File: src/common/tmcc_pkg.sv
// How it works
// - up mode: flag set on modulo-to-zero wrap
// - center mode: flag set leaving modulo downward
// - clear by read-while-set then write zero
// - writing one keeps flag; reset clears it
// - enable plus flag drives interrupt request
// - center select picks up or up/down
// - clock field picks none, bus, fixed, external
// - fixed and external clocks synchronised first
// - prescaler divides by two to the field
// - reading a counter byte freezes both bytes
// - reset, counter write, control write unfreeze
// - reset clears the counter
// - debug mode freezes counter and latch
// - at modulo restart at zero or turn down
// - half-written modulo inhibits the overflow flag
// - reset modulo zero means free running
// - up/down period is twice the modulo
// - control write discards pending modulo bytes
package tmcc_pkg;
    // ***********************************************
    // register map, byte registers in low bits of words
    // ***********************************************
    localparam logic [3:0] ADDR_SC       = 4'h0; // status/control
    localparam logic [3:0] ADDR_CNT_HIGH = 4'h4;
    localparam logic [3:0] ADDR_CNT_LOW  = 4'h8;
    localparam logic [3:0] ADDR_MOD_HIGH = 4'hc;
    localparam logic [3:0] ADDR_MOD_LOW  = 4'h0; // upper address bank, see addr bit
    localparam int ADDR_BANK_BIT = 4;             // address bit 4 picks bank 1
    // ***********************************************
    // status/control field positions
    // ***********************************************
    localparam int SC_FLAG_BIT   = 7;
    localparam int SC_IRQEN_BIT  = 6;
    localparam int SC_CENTER_BIT = 5;
    localparam int SC_CLK_MSB    = 4;
    localparam int SC_CLK_LSB    = 3;
    localparam int SC_PS_MSB     = 2;
    localparam int SC_PS_LSB     = 0;
    localparam logic [7:0] SC_RESET = 8'h00;
    // ***********************************************
    // clock source codes and reset values
    // ***********************************************
    localparam logic [1:0] CLK_NONE  = 2'h0;
    localparam logic [1:0] CLK_BUS   = 2'h1;
    localparam logic [1:0] CLK_FIXED = 2'h2;
    localparam logic [1:0] CLK_EXT   = 2'h3;
    localparam logic [15:0] CNT_RESET = 16'h0000;
    localparam logic [15:0] MOD_RESET = 16'h0000;
endpackage : tmcc_pkg

File: src/tmcc_top.sv
// Added by the designer: the placing of the registers and the Avalon-MM slave port.
`timescale 1ns/1ps
`default_nettype none
module tmcc_top (
    input  wire logic        ref_clk,               // 20 MHz bus clock
    input  wire logic        rst_n,                 // async reset, active low
    input  wire logic [5:0]  avs_address,           // byte address
    input  wire logic        avs_read,
    input  wire logic        avs_write,
    input  wire logic [31:0] avs_writedata,
    input  wire logic [3:0]  avs_byteenable,
    output logic      [31:0] avs_readdata,
    output logic             avs_waitrequest,
    input  wire logic        fixed_system_clock,    // asynchronous source
    input  wire logic        external_count_input,  // asynchronous source
    input  wire logic        debug_active,          // background debug mode
    output logic             overflow_irq,          // interrupt request level
    output logic      [15:0] counter_value,         // to channel logic
    output logic             overflow_pulse,        // one cycle per overflow
    output logic             count_down             // direction for channels
);
    // ***********************************************
    // state
    // ***********************************************
    typedef enum logic {TMCC_UP, TMCC_DOWN} tmcc_dir_t;
    logic [7:0]  sc_reg;            // control fields, flag kept apart
    logic        flag_reg;          // overflow flag
    logic        armed_reg;         // flag was read while set
    logic [15:0] cnt_reg;           // counter
    logic [15:0] mod_reg;           // active modulo
    logic [7:0]  mod_high_buf_reg;  // pending modulo bytes
    logic [7:0]  mod_low_buf_reg;
    logic        mod_high_got_reg;
    logic        mod_low_got_reg;
    logic [15:0] latch_reg;         // counter read buffer
    logic        latch_on_reg;
    tmcc_dir_t   dir_reg;
    logic [1:0]  fix_sync_reg;      // two-stage synchronisers
    logic [1:0]  ext_sync_reg;
    logic [1:0]  dbg_sync_reg;
    logic        fix_prev_reg;      // edge detect of synchronised levels
    logic        ext_prev_reg;
    logic [6:0]  ps_cnt_reg;        // prescaler
    logic        ack_reg;           // one wait state per access
    logic [31:0] rdata_reg;

    // ***********************************************
    // bus decode
    // ***********************************************
    logic        bank;
    logic [3:0]  off;
    logic        acc_take;          // access completes this cycle
    logic        wr_take;
    logic        rd_take;
    logic        wr_sc;
    logic        wr_cnt;
    logic        wr_mh;
    logic        wr_ml;
    logic        rd_sc;
    logic        rd_ch;
    logic        rd_cl;
    logic        wb0;               // low byte lane written
    localparam int ADDR_BANK_BIT_L = tmcc_pkg::ADDR_BANK_BIT;
    assign bank     = avs_address[ADDR_BANK_BIT_L];
    assign off      = avs_address[3:0];
    assign acc_take = (avs_read | avs_write) & ack_reg;
    assign wr_take  = avs_write & ack_reg;
    assign rd_take  = avs_read & ack_reg;
    assign wb0      = avs_byteenable[0];
    assign wr_sc  = wr_take & wb0 & !bank & (off == tmcc_pkg::ADDR_SC);
    assign wr_cnt = wr_take & wb0 & !bank &
                    ((off == tmcc_pkg::ADDR_CNT_HIGH) | (off == tmcc_pkg::ADDR_CNT_LOW));
    assign wr_mh  = wr_take & wb0 & !bank & (off == tmcc_pkg::ADDR_MOD_HIGH);
    assign wr_ml  = wr_take & wb0 & bank & (off == tmcc_pkg::ADDR_MOD_LOW);
    assign rd_sc  = rd_take & !bank & (off == tmcc_pkg::ADDR_SC);
    // counter reads act on the request edge, where read data is captured too,
    // so the latch holds exactly the count that the first byte came from
    assign rd_ch  = avs_read & !ack_reg & !bank & (off == tmcc_pkg::ADDR_CNT_HIGH);
    assign rd_cl  = avs_read & !ack_reg & !bank & (off == tmcc_pkg::ADDR_CNT_LOW);
    // waitrequest drops in the second cycle of every access
    assign avs_waitrequest = !ack_reg;

    // one wait state; cleared after completion so the next access waits again
    always_ff @(posedge ref_clk or negedge rst_n) begin
        if (!rst_n) begin
            ack_reg <= 1'b0;
        end else begin
            ack_reg <= (avs_read | avs_write) & !ack_reg;
        end
    end

    // ***********************************************
    // clock source and prescaler
    // ***********************************************
    logic dbg;
    logic src_tick;
    logic tick;
    // synchronisers; stage 0 feeds only stage 1
    always_ff @(posedge ref_clk or negedge rst_n) begin
        if (!rst_n) begin
            fix_sync_reg <= 2'h0;
            ext_sync_reg <= 2'h0;
            dbg_sync_reg <= 2'h0;
            fix_prev_reg <= 1'b0;
            ext_prev_reg <= 1'b0;
        end else begin
            fix_sync_reg <= {fix_sync_reg[0], fixed_system_clock};
            ext_sync_reg <= {ext_sync_reg[0], external_count_input};
            dbg_sync_reg <= {dbg_sync_reg[0], debug_active};
            fix_prev_reg <= fix_sync_reg[1];
            ext_prev_reg <= ext_sync_reg[1];
        end
    end
    assign dbg = dbg_sync_reg[1];

    // rising edges of slow sources become single-cycle ticks
    always_comb begin
        case (sc_reg[tmcc_pkg::SC_CLK_MSB:tmcc_pkg::SC_CLK_LSB])
            tmcc_pkg::CLK_BUS:   src_tick = 1'b1;
            tmcc_pkg::CLK_FIXED: src_tick = fix_sync_reg[1] & !fix_prev_reg;
            tmcc_pkg::CLK_EXT:   src_tick = ext_sync_reg[1] & !ext_prev_reg;
            default:             src_tick = 1'b0; // no clock, module idle
        endcase
    end

    // free prescaler; tick when the low ps bits all reach one
    logic [6:0] ps_mask;
    assign ps_mask = 7'(~(8'hff << sc_reg[tmcc_pkg::SC_PS_MSB:tmcc_pkg::SC_PS_LSB]));
    assign tick = src_tick & !dbg & ((ps_cnt_reg & ps_mask) == ps_mask);
    always_ff @(posedge ref_clk or negedge rst_n) begin
        if (!rst_n) begin
            ps_cnt_reg <= 7'h00;
        end else if (src_tick & !dbg) begin
            ps_cnt_reg <= ps_cnt_reg + 7'h01;
        end
    end

    // ***********************************************
    // counter and direction
    // ***********************************************
    logic center;
    logic at_mod;
    logic ovf_evt;
    assign center = sc_reg[tmcc_pkg::SC_CENTER_BIT];
    // modulo zero never matches in up mode so the counter wraps at ffff
    assign at_mod = (mod_reg != 16'h0000) & (cnt_reg == mod_reg);
    always_comb begin
        if (center) begin
            ovf_evt = tick & (dir_reg == TMCC_UP) & at_mod;
        end else begin
            ovf_evt = tick & (at_mod | ((mod_reg == 16'h0000) & (cnt_reg == 16'hffff)));
        end
    end

    // counter write resets count; debug holds via tick gating
    always_ff @(posedge ref_clk or negedge rst_n) begin
        if (!rst_n) begin
            cnt_reg <= tmcc_pkg::CNT_RESET;
            dir_reg <= TMCC_UP;
        end else if (wr_cnt) begin
            cnt_reg <= tmcc_pkg::CNT_RESET;
            dir_reg <= TMCC_UP;
        end else if (tick) begin
            if (!center) begin
                dir_reg <= TMCC_UP;
                cnt_reg <= at_mod ? 16'h0000 : cnt_reg + 16'h0001;
            end else if (dir_reg == TMCC_UP) begin
                if (at_mod) begin
                    dir_reg <= TMCC_DOWN;
                    cnt_reg <= cnt_reg - 16'h0001;
                end else begin
                    cnt_reg <= cnt_reg + 16'h0001;
                end
            end else begin
                if (cnt_reg == 16'h0001 || cnt_reg == 16'h0000) begin
                    dir_reg <= TMCC_UP;
                end
                cnt_reg <= (cnt_reg == 16'h0000) ? 16'h0001 : cnt_reg - 16'h0001;
            end
        end
    end

    // ***********************************************
    // overflow flag and control register
    // ***********************************************
    logic mod_pending;
    logic flag_set;
    assign mod_pending = mod_high_got_reg | mod_low_got_reg;
    assign flag_set    = ovf_evt & !mod_pending;

    // control fields; a write stores bits 6:0
    always_ff @(posedge ref_clk or negedge rst_n) begin
        if (!rst_n) begin
            sc_reg <= tmcc_pkg::SC_RESET;
        end else if (wr_sc) begin
            sc_reg <= {1'b0, avs_writedata[6:0]};
        end
    end

    // set beats clear; a new event also drops the armed read
    always_ff @(posedge ref_clk or negedge rst_n) begin
        if (!rst_n) begin
            flag_reg  <= 1'b0;
            armed_reg <= 1'b0;
        end else if (flag_set) begin
            flag_reg  <= 1'b1;
            armed_reg <= 1'b0;
        end else if (wr_sc) begin
            // writing one has no effect; zero clears only after an armed read
            if (!avs_writedata[tmcc_pkg::SC_FLAG_BIT] && armed_reg) begin
                flag_reg <= 1'b0;
            end
            armed_reg <= 1'b0;
        end else if (rd_sc && flag_reg) begin
            armed_reg <= 1'b1;
        end
    end

    assign overflow_irq = flag_reg & sc_reg[tmcc_pkg::SC_IRQEN_BIT];

    // ***********************************************
    // modulo byte coherency
    // ***********************************************
    always_ff @(posedge ref_clk or negedge rst_n) begin
        if (!rst_n) begin
            mod_reg          <= tmcc_pkg::MOD_RESET;
            mod_high_buf_reg <= 8'h00;
            mod_low_buf_reg  <= 8'h00;
            mod_high_got_reg <= 1'b0;
            mod_low_got_reg  <= 1'b0;
        end else if (wr_sc) begin
            mod_high_got_reg <= 1'b0;
            mod_low_got_reg  <= 1'b0;
        end else if (wr_mh && mod_low_got_reg) begin
            mod_reg          <= {avs_writedata[7:0], mod_low_buf_reg};
            mod_low_got_reg  <= 1'b0;
        end else if (wr_ml && mod_high_got_reg) begin
            mod_reg          <= {mod_high_buf_reg, avs_writedata[7:0]};
            mod_high_got_reg <= 1'b0;
        end else if (wr_mh) begin
            mod_high_buf_reg <= avs_writedata[7:0];
            mod_high_got_reg <= 1'b1;
        end else if (wr_ml) begin
            mod_low_buf_reg  <= avs_writedata[7:0];
            mod_low_got_reg  <= 1'b1;
        end
    end

    // ***********************************************
    // counter read latch
    // ***********************************************
    // latch on first byte read, release on the next counter byte read, either byte; debug freezes it
    always_ff @(posedge ref_clk or negedge rst_n) begin
        if (!rst_n) begin
            latch_reg    <= 16'h0000;
            latch_on_reg <= 1'b0;
        end else if (wr_cnt || wr_sc) begin
            latch_on_reg <= 1'b0;
        end else if (dbg) begin
            latch_on_reg <= latch_on_reg;
        end else if (rd_ch || rd_cl) begin
            if (!latch_on_reg) begin
                latch_reg    <= cnt_reg;
                latch_on_reg <= 1'b1;
            end else begin
                latch_on_reg <= 1'b0;
            end
        end
    end

    // read mux; unmapped reads return zero
    logic [15:0] cnt_view;
    assign cnt_view = latch_on_reg ? latch_reg : cnt_reg;
    always_ff @(posedge ref_clk or negedge rst_n) begin
        if (!rst_n) begin
            rdata_reg <= 32'h0000_0000;
        end else if (avs_read & !ack_reg) begin
            case ({bank, off})
                {1'b0, tmcc_pkg::ADDR_SC}:       rdata_reg <= {24'h0, flag_reg, sc_reg[6:0]};
                {1'b0, tmcc_pkg::ADDR_CNT_HIGH}: rdata_reg <= {24'h0, cnt_view[15:8]};
                {1'b0, tmcc_pkg::ADDR_CNT_LOW}:  rdata_reg <= {24'h0, cnt_view[7:0]};
                {1'b0, tmcc_pkg::ADDR_MOD_HIGH}: rdata_reg <= {24'h0, mod_reg[15:8]};
                {1'b1, tmcc_pkg::ADDR_MOD_LOW}:  rdata_reg <= {24'h0, mod_reg[7:0]};
                default:                         rdata_reg <= 32'h0000_0000;
            endcase
        end
    end
    assign avs_readdata = rdata_reg;

    // ***********************************************
    // outputs to channel logic
    // ***********************************************
    logic ovf_q_reg;
    always_ff @(posedge ref_clk or negedge rst_n) begin
        if (!rst_n) begin
            ovf_q_reg <= 1'b0;
        end else begin
            ovf_q_reg <= ovf_evt;
        end
    end
    assign counter_value  = cnt_reg;
    assign overflow_pulse = ovf_q_reg;
    assign count_down     = (dir_reg == TMCC_DOWN);
endmodule : tmcc_top
`default_nettype wire

File: config.mk
export PLATFORM = sky130hd
export DESIGN_NAME = tmcc_top
export DESIGN_NICKNAME = d
export VERILOG_FILES = /design/src/common/tmcc_pkg.sv /design/src/tmcc_top.sv
export SDC_FILE = /design/constraint.sdc
export NUM_CORES = 1
export LEC_CHECK = 0
export BUFFER_PORTS_ARGS = -buffer_cell sky130_fd_sc_hd__clkbuf_2
export CAP_MARGIN = 15
export CORE_ASPECT_RATIO = 0.7
export CORE_UTILIZATION = 51
export DETAILED_ROUTE_END_ITERATION = 6
export GPL_TIMING_DRIVEN = 0
export PLACE_DENSITY = 0.76
export SLEW_MARGIN = 0
export SYNTH_ARGS = -nofsm -noshare
export SYNTH_HDL_FRONTEND = slang
export SYNTH_SLANG_ARGS = --single-unit
File: constraint.sdc
create_clock -name ref_clk -period 2.2 [get_ports ref_clk]
set_input_delay 0.11 -clock ref_clk [delete_from_list [all_inputs] [get_ports ref_clk]]
set_output_delay 0.11 -clock ref_clk [all_outputs]
set_load 0.05 [all_outputs]
==> out/qor.csv, run 1 <==
stage,metric,value,unit
logic_synthesis,"Avg Cell Area, Syn",9.902,µm²
critical_path,arrival time of the worst setup path,2.65,ns
finish,Register Area,0.002570,mm²
logic_synthesis,Synth Area in Compound Gates,0.1448,
pwr,Pwr Density,830.1,mW/mm²
logic_synthesis,Seq cells post-synth,102,
route,initial drt markers,541,
logic_synthesis,Synth Area in Simple Gates,0.1439,
place,# port buffers,48,
place,post-detail-place hpwl,10.95,mm
logic_synthesis,largest cells by area after synthesis,"dfrtp_1 44%, mux2_2 7.8%, mux2i_1 6.9%, o21ai_0 3.6%, nand2_1 3.5%",
place,GPL Wtd Cong,0.9158,
clock_tree,Max Buffers Root-to-Sink,2,
floorplan,chip height,90.94,µm
logic_synthesis,Commonest cells post-synth,"102 x dfrtp_1, 54 x nand2_1, 41 x o21ai_0",
sta,setup violators final,19,
logic_synthesis,"count leader, synth",dfrtp_1,
logic_synthesis,Syn Inst Count,582,
critical_path,Critical Path RT,2.44,ns
finish,fillers,784,
pwr,Leak Pwr,0.003516,µW
logic_synthesis,Netlist cell types,60,
run_status,outcome,"complete, but fails checks",
logic_synthesis,Mapped Area,0.005763,mm²
global_routing,vias in the first global route,5099,
logic_synthesis,number of enable flip-flop cells after synthesis,0,
sta,slew at the pin closest to its max-slew limit,0.8763,ns
logic_synthesis,Post-Synth Adder-Cell Area,0.01086,
sta,Final Skew,0.01255,ns
route,wire length per cell,19.97,µm
logic_synthesis,Yosys top cell area share,0.4429,
logic_synthesis,Synth Area in XOR/XNOR,0.03647,
logic_synthesis,post-synthesis mux area share,0.1476,
sta,Slew headroom,0.4137,
clock_tree,Root Buffer,clkbuf_16,
logic_synthesis,Synth async-reset ratio,1.000,
finish,Layout Nets,772,
logic_synthesis,Synth area leader,dfrtp_1,
hold_path,Hold Crit Class,in2reg,
finish,antenna cells,0,
global_routing,first-pass GRT wire length,27.02,mm
route,Pre-antenna DRT Iters,6,
logic_synthesis,sequential share of the synthesized area,0.4429,
flow_run,MaxCap Viol Count,0,
clock_tree,H-tree levels,3,
logic_synthesis,"Primary FF master, synth",dfrtp_1,
sta,post-route setup TNS,-2.204,ns
sta,Tcrit/Tclk final,1.093,
pwr,worst vdd ir,0.5835,mV
global_routing,remaining global-route overflow,0,
critical_path,Crit Path Class,reg2reg,
route,Detail Route Antenna Nets,0,
critical_path,Critical Path End Type,flip-flop,
place,DP Worst Slack,-0.8120,ns
route,Total Wirelength,17.49,mm
global_routing,initial antenna violation count,0,
floorplan,num rows,32,
sta,max-slew violation count,0,
clock_tree,CTS Buf Count,9,
global_routing,largest net degree at the start of global routing,53,
floorplan,Starting Density,0.5234,
logic_synthesis,largest family of logic cells by synthesized area,multiplexers,
finish,fin util,0.6984,
sta,RSZ-0062 raised after global routing,true,
floorplan,Die Area,0.01174,mm²
floorplan,Core ar.,0.01101,mm²
critical_path,Worst Setup Start Kind,flip-flop,
floorplan,width of the die,129.1,µm
place,Placed Area,0.006356,mm²
sta,Final WS setup,-0.2050,ns
clock_tree,CTS sink cnt,102,
sta,Tmin final,2.405,ns
finish,layout cells sized above 1,0.4066,
finish,cell area after layout,0.007690,mm²
route,routed vias,5311,
clock_tree,Worst-Skew Late Latency,0.36,ns
run_status,failing checks,setup timing,
finish,area grow syn2layout,33.43,%
critical_path,"Max FO, Critical Path",6,
route,DRC,0,
clock_tree,CTS tree,yes,
logic_synthesis,number of synthesis warnings,0,
global_routing,All-Layer GR Usage,0.3052,
clock_tree,Worst-path clk slew,0.08,ns
sta,Final Hold Fails,0,
route,Via-to-Cell Ratio,6.063,
sta,Peak Freq,415.8,MHz
finish,area taken by multi-input logic gates,0.003313,mm²
floorplan,num ports,101,
==> where the power goes <==
part	total [µW]	switching [µW]	internal, µW	leakage [µW]
registers	2330	258	2070	0.00134
logic	2350	1350	1000	0.00201
clock network	1700	861	843	0.000157
total	6380	2470	3910	0.00352
==> cell families after synthesis <==
family,count (synthesis)
compound gates,132
fa+ha+maj,5
flops,102
other cells,1
buf+inv,78
xor+xnor,24
simple gates,160
mux,80
==> layout by cell type (no fill, tap or decap), drive strengths merged, types with 3 or more instances in the layout <==
cell type,count
a211oi,5
a21oi,27
mux2,40
nor2b,4
nand4,5
o221ai,8
xnor2,6
ha,5
nand2,54
clkbuf,73
o22ai,14
dfrtp,102
and2,6
nand3,14
xor2,18
a31oi,3
or3,6
or4,4
dlygate4sd3,5
o21ai,43
conb,24
and3,5
mux2i,40
nor3,11
nand2b,6
nor4,17
clkinv,3
o21a,7
nor2,19
buf,97
o31a,3
inv,18
nand3b,4
==> metrics by stage <==
stage,total power [µW],cells,hold slack (ns)
3_5_place_dp,3898,807,0.2239
2_1_floorplan,3458,605,-0.1856
4_1_cts,6035,863,0.01434
6_report,6383,876,0.01709
5_1_grt,6619,876,0.04202
3_3_place_gp,3847,806,0.2192
==> cell type report <==
cell class / count / area share
Inverter: 14 / 0.009112
Sequential cell: 102 / 0.3342
Clock inverter: 7 / 0.01285
Clock buffer: 9 / 0.02929
Timing Repair Buffer: 114 / 0.1090
Multi-Input combinational cell: 425 / 0.4308
Buffer: 52 / 0.04979
Tap cell: 153 / 0.02489
==> worst max-delay path, cell delays in order (launching register included) <==
cell and delay [ns]:
dfrtp_2 0.43, clkbuf_16 0.17, clkinv_8 0.05, ha_4 0.13
nand2_2 0.04, or4_4 0.51, o221ai_4 0.20, nor2_4 0.09
buf_6 0.15, a32oi_1 0.16, o311ai_1 0.13, o211a_1 0.24
==> final timing paths <==
path | startpoint | endpoint | slack [ns] | depth (start not counted)
max | counter_value[1]$_DFFE_PN0P_ | counter_value[3]$_DFFE_PN0P_ | -0.21 | 11
min | avs_read | ack_reg$_DFF_PN0_ | 0.02 | 3
max reg2reg | counter_value[1]$_DFFE_PN0P_ | counter_value[3]$_DFFE_PN0P_ | -0.21 | 11
min reg2reg | ext_sync_reg[0]$_DFF_PN0_ | ext_sync_reg[1]$_DFF_PN0_ | 0.35 | 0
max in group asynchronous | rst_n | latch_reg[1]$_DFFE_PN0P_ | 1.10 | 3
min in group asynchronous | rst_n | counter_value[2]$_DFFE_PN0P_ | 0.38 | 2
==> layer usage <==
layer,up-vias,global-route usage,wire [µm]
met5,-,0,0
met4,0,0.1078,561
met3,64,0.07366,1708
met2,319,0.4644,7878
met1,2593,0.4241,7341
li1,2335,-,-
==> timing repair <==
item                                    in CTS  in global routing
endpoints found under the setup margin      30                 44
endpoints found under the hold margin       55                  0
setup buffers                               43                 16
hold buffers                                 5                  0
gates cloned                                 1                  0
pin swaps                                   29                 35
gates resized for setup                     70                 51
Power figures use the tool's default switching activity.
==> run 2, diff against run 1 <==
HOLD_SLACK_MARGIN = 0.15   (was default)
==> out/qor.csv, run 2 (same netlist as run 1, synthesis figures left out) <==
stage,metric,value,unit
place,# port buffers,48,
sta,Final Skew,0.01204,ns
finish,layout cells sized above 1,0.4005,
finish,antenna cells,0,
run_status,failing checks,"DRC, setup timing",
sta,post-route setup TNS,-2.166,ns
critical_path,"Max FO, Critical Path",4,
flow_run,MaxCap Viol Count,0,
sta,Final WS setup,-0.1988,ns
global_routing,initial antenna violation count,0,
clock_tree,CTS Buf Count,9,
pwr,Tot Pwr,6390,µW
clock_tree,Worst-path clk slew,0.08,ns
finish,"most common cell after layout, fill and taps aside",dfrtp_1,
floorplan,Die Area,0.01174,mm²
sta,setup violators final,19,
clock_tree,Root Buffer,clkbuf_16,
global_routing,largest net degree at the start of global routing,53,
clock_tree,CTS sink cnt,102,
route,DRC,10,
sta,Peak Freq,416.9,MHz
floorplan,num rows,32,
global_routing,GR Layer Usage met1,0.4268,
finish,most frequent cells in the layout,"88 x dfrtp_1, 74 x buf_4, 52 x nand2_1",
sta,max-slew violation count,0,
hold_path,Hold Crit Class,in2reg,
floorplan,num ports,101,
critical_path,Crit Path Class,reg2reg,
floorplan,Core ar.,0.01101,mm²
sta,Final Hold Fails,0,
critical_path,FF-to-FF End,counter_value[15]$_DFFE_PN0P_,
route,Pre-antenna DRT Iters,7,
critical_path,arrival time of the worst setup path,2.61,ns
place,GPL Wtd Cong,0.9158,
place,Placed Area,0.006356,mm²
critical_path,path depth of the worst reg2reg path,7,
sta,Slew headroom,0.4053,
critical_path,Critical Path End Type,flip-flop,
pwr,Leak Pwr,0.003563,µW
route,Via-to-Cell Ratio,5.979,
route,Total Wirelength,17.66,mm
finish,area grow syn2layout,35.35,%
route,initial drt markers,497,
critical_path,worst setup path endpoint,counter_value[15]$_DFFE_PN0P_,
floorplan,width of the die,129.1,µm
floorplan,chip height,90.94,µm
global_routing,remaining global-route overflow,0,
global_routing,met3 usage in global routing,0.07366,
sta,Tcrit/Tclk final,1.090,
finish,Layout Nets,783,
global_routing,busiest grt layer,met2,
clock_tree,H-tree levels,3,
sta,slew at the pin closest to its max-slew limit,0.8888,ns
global_routing,first-pass GRT wire length,27.28,mm
finish,cell area after layout,0.007800,mm²
finish,"non-filler cells, final",887,
clock_tree,Worst-Skew Late Latency,0.36,ns
route,routed vias,5303,
global_routing,vias in the first global route,5175,
critical_path,flop2flop setup slack,-0.20,ns
floorplan,Starting Density,0.5234,
route,wire length per cell,19.90,µm
critical_path,Worst Setup Start Kind,flip-flop,
critical_path,Critical Path RT,2.41,ns
global_routing,All-Layer GR Usage,0.3077,
pwr,Pwr Density,819.2,mW/mm²
sta,RSZ-0062 raised after global routing,true,
global_routing,grt met2 use,0.4703,
pwr,worst vdd ir,0.5862,mV
finish,fillers,777,
run_status,outcome,"complete, but fails checks",
clock_tree,Max Buffers Root-to-Sink,2,
place,Inst Count DP,807,
place,post-detail-place hpwl,10.95,mm
critical_path,worst r2r src,counter_value[8]$_DFFE_PN0P_,
critical_path,crit path from,counter_value[8]$_DFFE_PN0P_,
clock_tree,CTS tree,yes,
route,Detail Route Antenna Nets,0,
place,DP Worst Slack,-0.8120,ns
sta,Tmin final,2.399,ns
run 2: cell count changes in the layout (fill, tap and decap cells not counted), sizes merged:
| cell | change |
|---|---|
| dlygate4sd3 | +11 |
run 2: metal layers:
metal / wire length, µm / share of wire / up-vias
met5: 0 / 0 / -
met4: 424 / 0.024 / 0
met3: 1666 / 0.094 / 48
met2: 8101 / 0.46 / 300
met1: 7462 / 0.42 / 2604
li1: - / - / 2351
run 2: stage by stage:
step / hold slack, ns / util
5_1_grt: 0.2022 / 0.7084
3_5_place_dp: 0.2239 / 0.5773
6_report: 0.1859 / 0.7084
4_1_cts: 0.1805 / 0.6792
3_3_place_gp: 0.2192 / 0.5745
2_1_floorplan: -0.1856 / -
run 2: area by class of cell:
cell class,count,area [µm²],area share
Clock buffer,9,225.2,0.02887
Tap cell,153,191.4,0.02454
Buffer,52,382.9,0.04909
Inverter,14,70.07,0.008983
Sequential cell,102,2570,0.3295
Timing Repair Buffer,125,948.4,0.1216
Clock inverter,7,98.84,0.01267
Multi-Input combinational cell,425,3313,0.4248
run 2: worst min path at each step:
stage               slack, ns                           to  depth (start not counted)            startpoint
floorplan               -0.19            ack_reg$_DFF_PN0_                          0                 rst_n
finish                   0.19  mod_low_got_reg$_DFFE_PN0P_                          3        avs_address[3]
global placement         0.22    dbg_sync_reg[0]$_DFF_PN0_                          1          debug_active
global route             0.20  mod_low_got_reg$_DFFE_PN0P_                          3        avs_address[3]
CTS                      0.18  mod_low_got_reg$_DFFE_PN0P_                          3        avs_address[3]
detailed placement       0.22    ext_sync_reg[0]$_DFF_PN0_                          1  external_count_input
run 2: worst max-delay path: stages, from the launching register on:
cell,delay [ns]
dfrtp_2,0.41
or4_4,0.55
nand3b_4,0.18
or3_4,0.42
or3_4,0.34
and2_4,0.15
o21ai_2,0.13
a21oi_1,0.08
run 2: power breakdown:
part	internal [µW]	switching [µW]	leakage [µW]
sequential	2070	258	0.00134
combinational	1010	1350	0.00206
clock	843	855	0.000157
run 2: what timing repair did:
action | CTS | global route
resized for setup | 70 | 51
buffers inserted | 43 | 16
endpoints found under the hold margin | 90 | 0
endpoints found under the setup margin | 30 | 44
hold buffers | 16 | 0
pin swaps | 29 | 34
cloned | 1 | 0
==> run 3, diff against run 2 <==
BUFFER_PORTS_ARGS = -buffer_cell sky130_fd_sc_hd__buf_2   (was -buffer_cell sky130_fd_sc_hd__clkbuf_2)
CTS_CLUSTER_SIZE = 16   (was default)
SETUP_SLACK_MARGIN = 0.05   (was default)
==> out/qor.csv, run 3 (same netlist as run 1, synthesis figures left out) <==
stage,metric,value,unit
critical_path,Critical Path RT,2.44,ns
critical_path,Worst Setup Start Kind,flip-flop,
run_status,failing checks,"DRC, setup timing",
place,post-detail-place hpwl,10.80,mm
finish,antenna cells,0,
floorplan,num rows,32,
route,Total Wirelength,17.98,mm
critical_path,Crit Path Class,reg2reg,
route,DRC,4,
clock_tree,Worst-Skew Late Latency,0.36,ns
route,Via-to-Cell Ratio,6.090,
finish,"most common cell after layout, fill and taps aside",dfrtp_1,
global_routing,initial antenna violation count,0,
sta,setup violators final,19,
critical_path,crit-path cells,buf_12 -> xor2_1 -> nor4_2 -> buf_4 -> nand4_1 -> buf_4 -> o21a_4 -> clkbuf_16 -> a21oi_2 -> o221ai_1 -> o21a_1,
clock_tree,H-tree levels,3,
pwr,Leak Pwr,0.003599,µW
finish,area grow syn2layout,36.06,%
global_routing,remaining global-route overflow,0,
route,routed vias,5402,
route,Pre-antenna DRT Iters,7,
finish,Register Area,0.002571,mm²
hold_path,Hold Crit Class,in2reg,
sta,Final Skew,0.006765,ns
clock_tree,Max Buffers Root-to-Sink,2,
critical_path,cell at the slowest stage of the critical path,dfrtp_2,
pwr,Pwr Density,793.2,mW/mm²
sta,Tmin final,2.488,ns
route,initial drt markers,552,
critical_path,"most used cell, CP",buf_4,
sta,Final Hold Fails,0,
critical_path,flop2flop setup slack,-0.29,ns
global_routing,vias in the first global route,5082,
global_routing,first-pass GRT wire length,26.99,mm
critical_path,"Max FO, Critical Path",8,
finish,fillers,775,
critical_path,"slowest stage delay, CP",0.44,ns
clock_tree,Root Buffer,clkbuf_16,
place,# port buffers,48,
finish,Layout Nets,783,
sta,slew at the pin closest to its max-slew limit,0.8942,ns
finish,most frequent cells in the layout,"87 x dfrtp_1, 69 x buf_4, 52 x nand2_1",
floorplan,Die Area,0.01174,mm²
clock_tree,CTS sink cnt,102,
clock_tree,CTS Buf Count,9,
floorplan,chip height,90.94,µm
route,Detail Route Antenna Nets,0,
floorplan,num ports,101,
finish,cell area after layout,0.007841,mm²
sta,Slew headroom,0.4017,
finish,layout cells sized above 1,0.4074,
pwr,worst vdd ir,0.5947,mV
run_status,outcome,"complete, but fails checks",
clock_tree,Worst-path clk slew,0.07,ns
sta,Peak Freq,402.0,MHz
critical_path,arrival time of the worst setup path,2.73,ns
global_routing,largest net degree at the start of global routing,56,
sta,RSZ-0062 raised after global routing,true,
floorplan,Starting Density,0.5234,
finish,fin util,0.7122,
global_routing,All-Layer GR Usage,0.3032,
floorplan,Core ar.,0.01101,mm²
flow_run,MaxCap Viol Count,0,
pwr,Tot Pwr,6219,µW
critical_path,Critical Path End Type,flip-flop,
sta,max-slew violation count,0,
place,GPL Wtd Cong,0.9270,
route,wire length per cell,20.27,µm
finish,area taken by multi-input logic gates,0.003356,mm²
clock_tree,CTS tree,yes,
place,DP Worst Slack,-0.9245,ns
sta,Tcrit/Tclk final,1.131,
floorplan,width of the die,129.1,µm
place,Placed Area,0.006360,mm²
sta,Final WS setup,-0.2877,ns
## run 3: report_power, final
| part | total [µW] | switching (µW) | internal [µW] |
|---|---|---|---|
| clock | 1620 | 788 | 829 |
| combinational | 2290 | 1330 | 960 |
| sequential | 2310 | 239 | 2070 |
| total | 6220 | 2360 | 3860 |
## run 3: worst paths after layout
path	from	end	cells after the start
max in group asynchronous	rst_n	counter_value[4]$_DFFE_PN0P_	3
worst max-delay path	counter_value[11]$_DFFE_PN0P_	counter_value[14]$_DFFE_PN0P_	11
worst min register to register	fix_sync_reg[0]$_DFF_PN0_	fix_sync_reg[1]$_DFF_PN0_	0
worst max register to register	counter_value[11]$_DFFE_PN0P_	counter_value[14]$_DFFE_PN0P_	11
worst min-delay path	avs_address[3]	mod_low_got_reg$_DFFE_PN0P_	3
min in group asynchronous	rst_n	ps_cnt_reg[5]$_DFFE_PN0P_	2
## run 3: per-stage QoR
| stage | cells | hold slack (ns) | setup TNS [ns] |
|---|---|---|---|
| 2_1_floorplan | 605 | -0.1856 | -3.836 |
| 3_3_place_gp | 806 | 0.2182 | -24.39 |
| 3_5_place_dp | 807 | 0.1762 | -20.63 |
| 4_1_cts | 871 | 0.1632 | -1.878 |
| 5_1_grt | 887 | 0.2084 | -4.375 |
| 6_report | 887 | 0.2054 | -3.508 |
## run 3: final cells by class
cell class	count	area share
multi-input combinational	425	0.4280
clock buffer	10	0.03048
timing repair buffer	123	0.1187
sequential	102	0.3279
inverter	14	0.007500
buffer	54	0.05505
clock inverter	6	0.007978
tap	153	0.02441
## run 3: worst max-delay path, delay by kind of cell (launching register included)
kind | cells | cell delay, ns
simple gates | 2 | 0.38
xor+xnor | 1 | 0.16
buf+inv | 4 | 0.68
flops | 1 | 0.44
compound gates | 4 | 0.71
## run 3: what timing repair did
action                                  CTS  global route
hold buffers                             15             0
hold endpoints to repair                 85             0
setup buffers                            36            22
endpoints found under the setup margin   43            38
pin swaps                                35            36
gates cloned                              2             0
gates resized for setup                  82            64
## run 3: metal layers
metal	GRT usage	vias to the layer above	wire, µm
li1	-	2360	-
met1	0.4189	2654	7455
met2	0.4495	328	8225
met3	0.09841	60	1773
met4	0.09804	0	528
met5	0	-	0
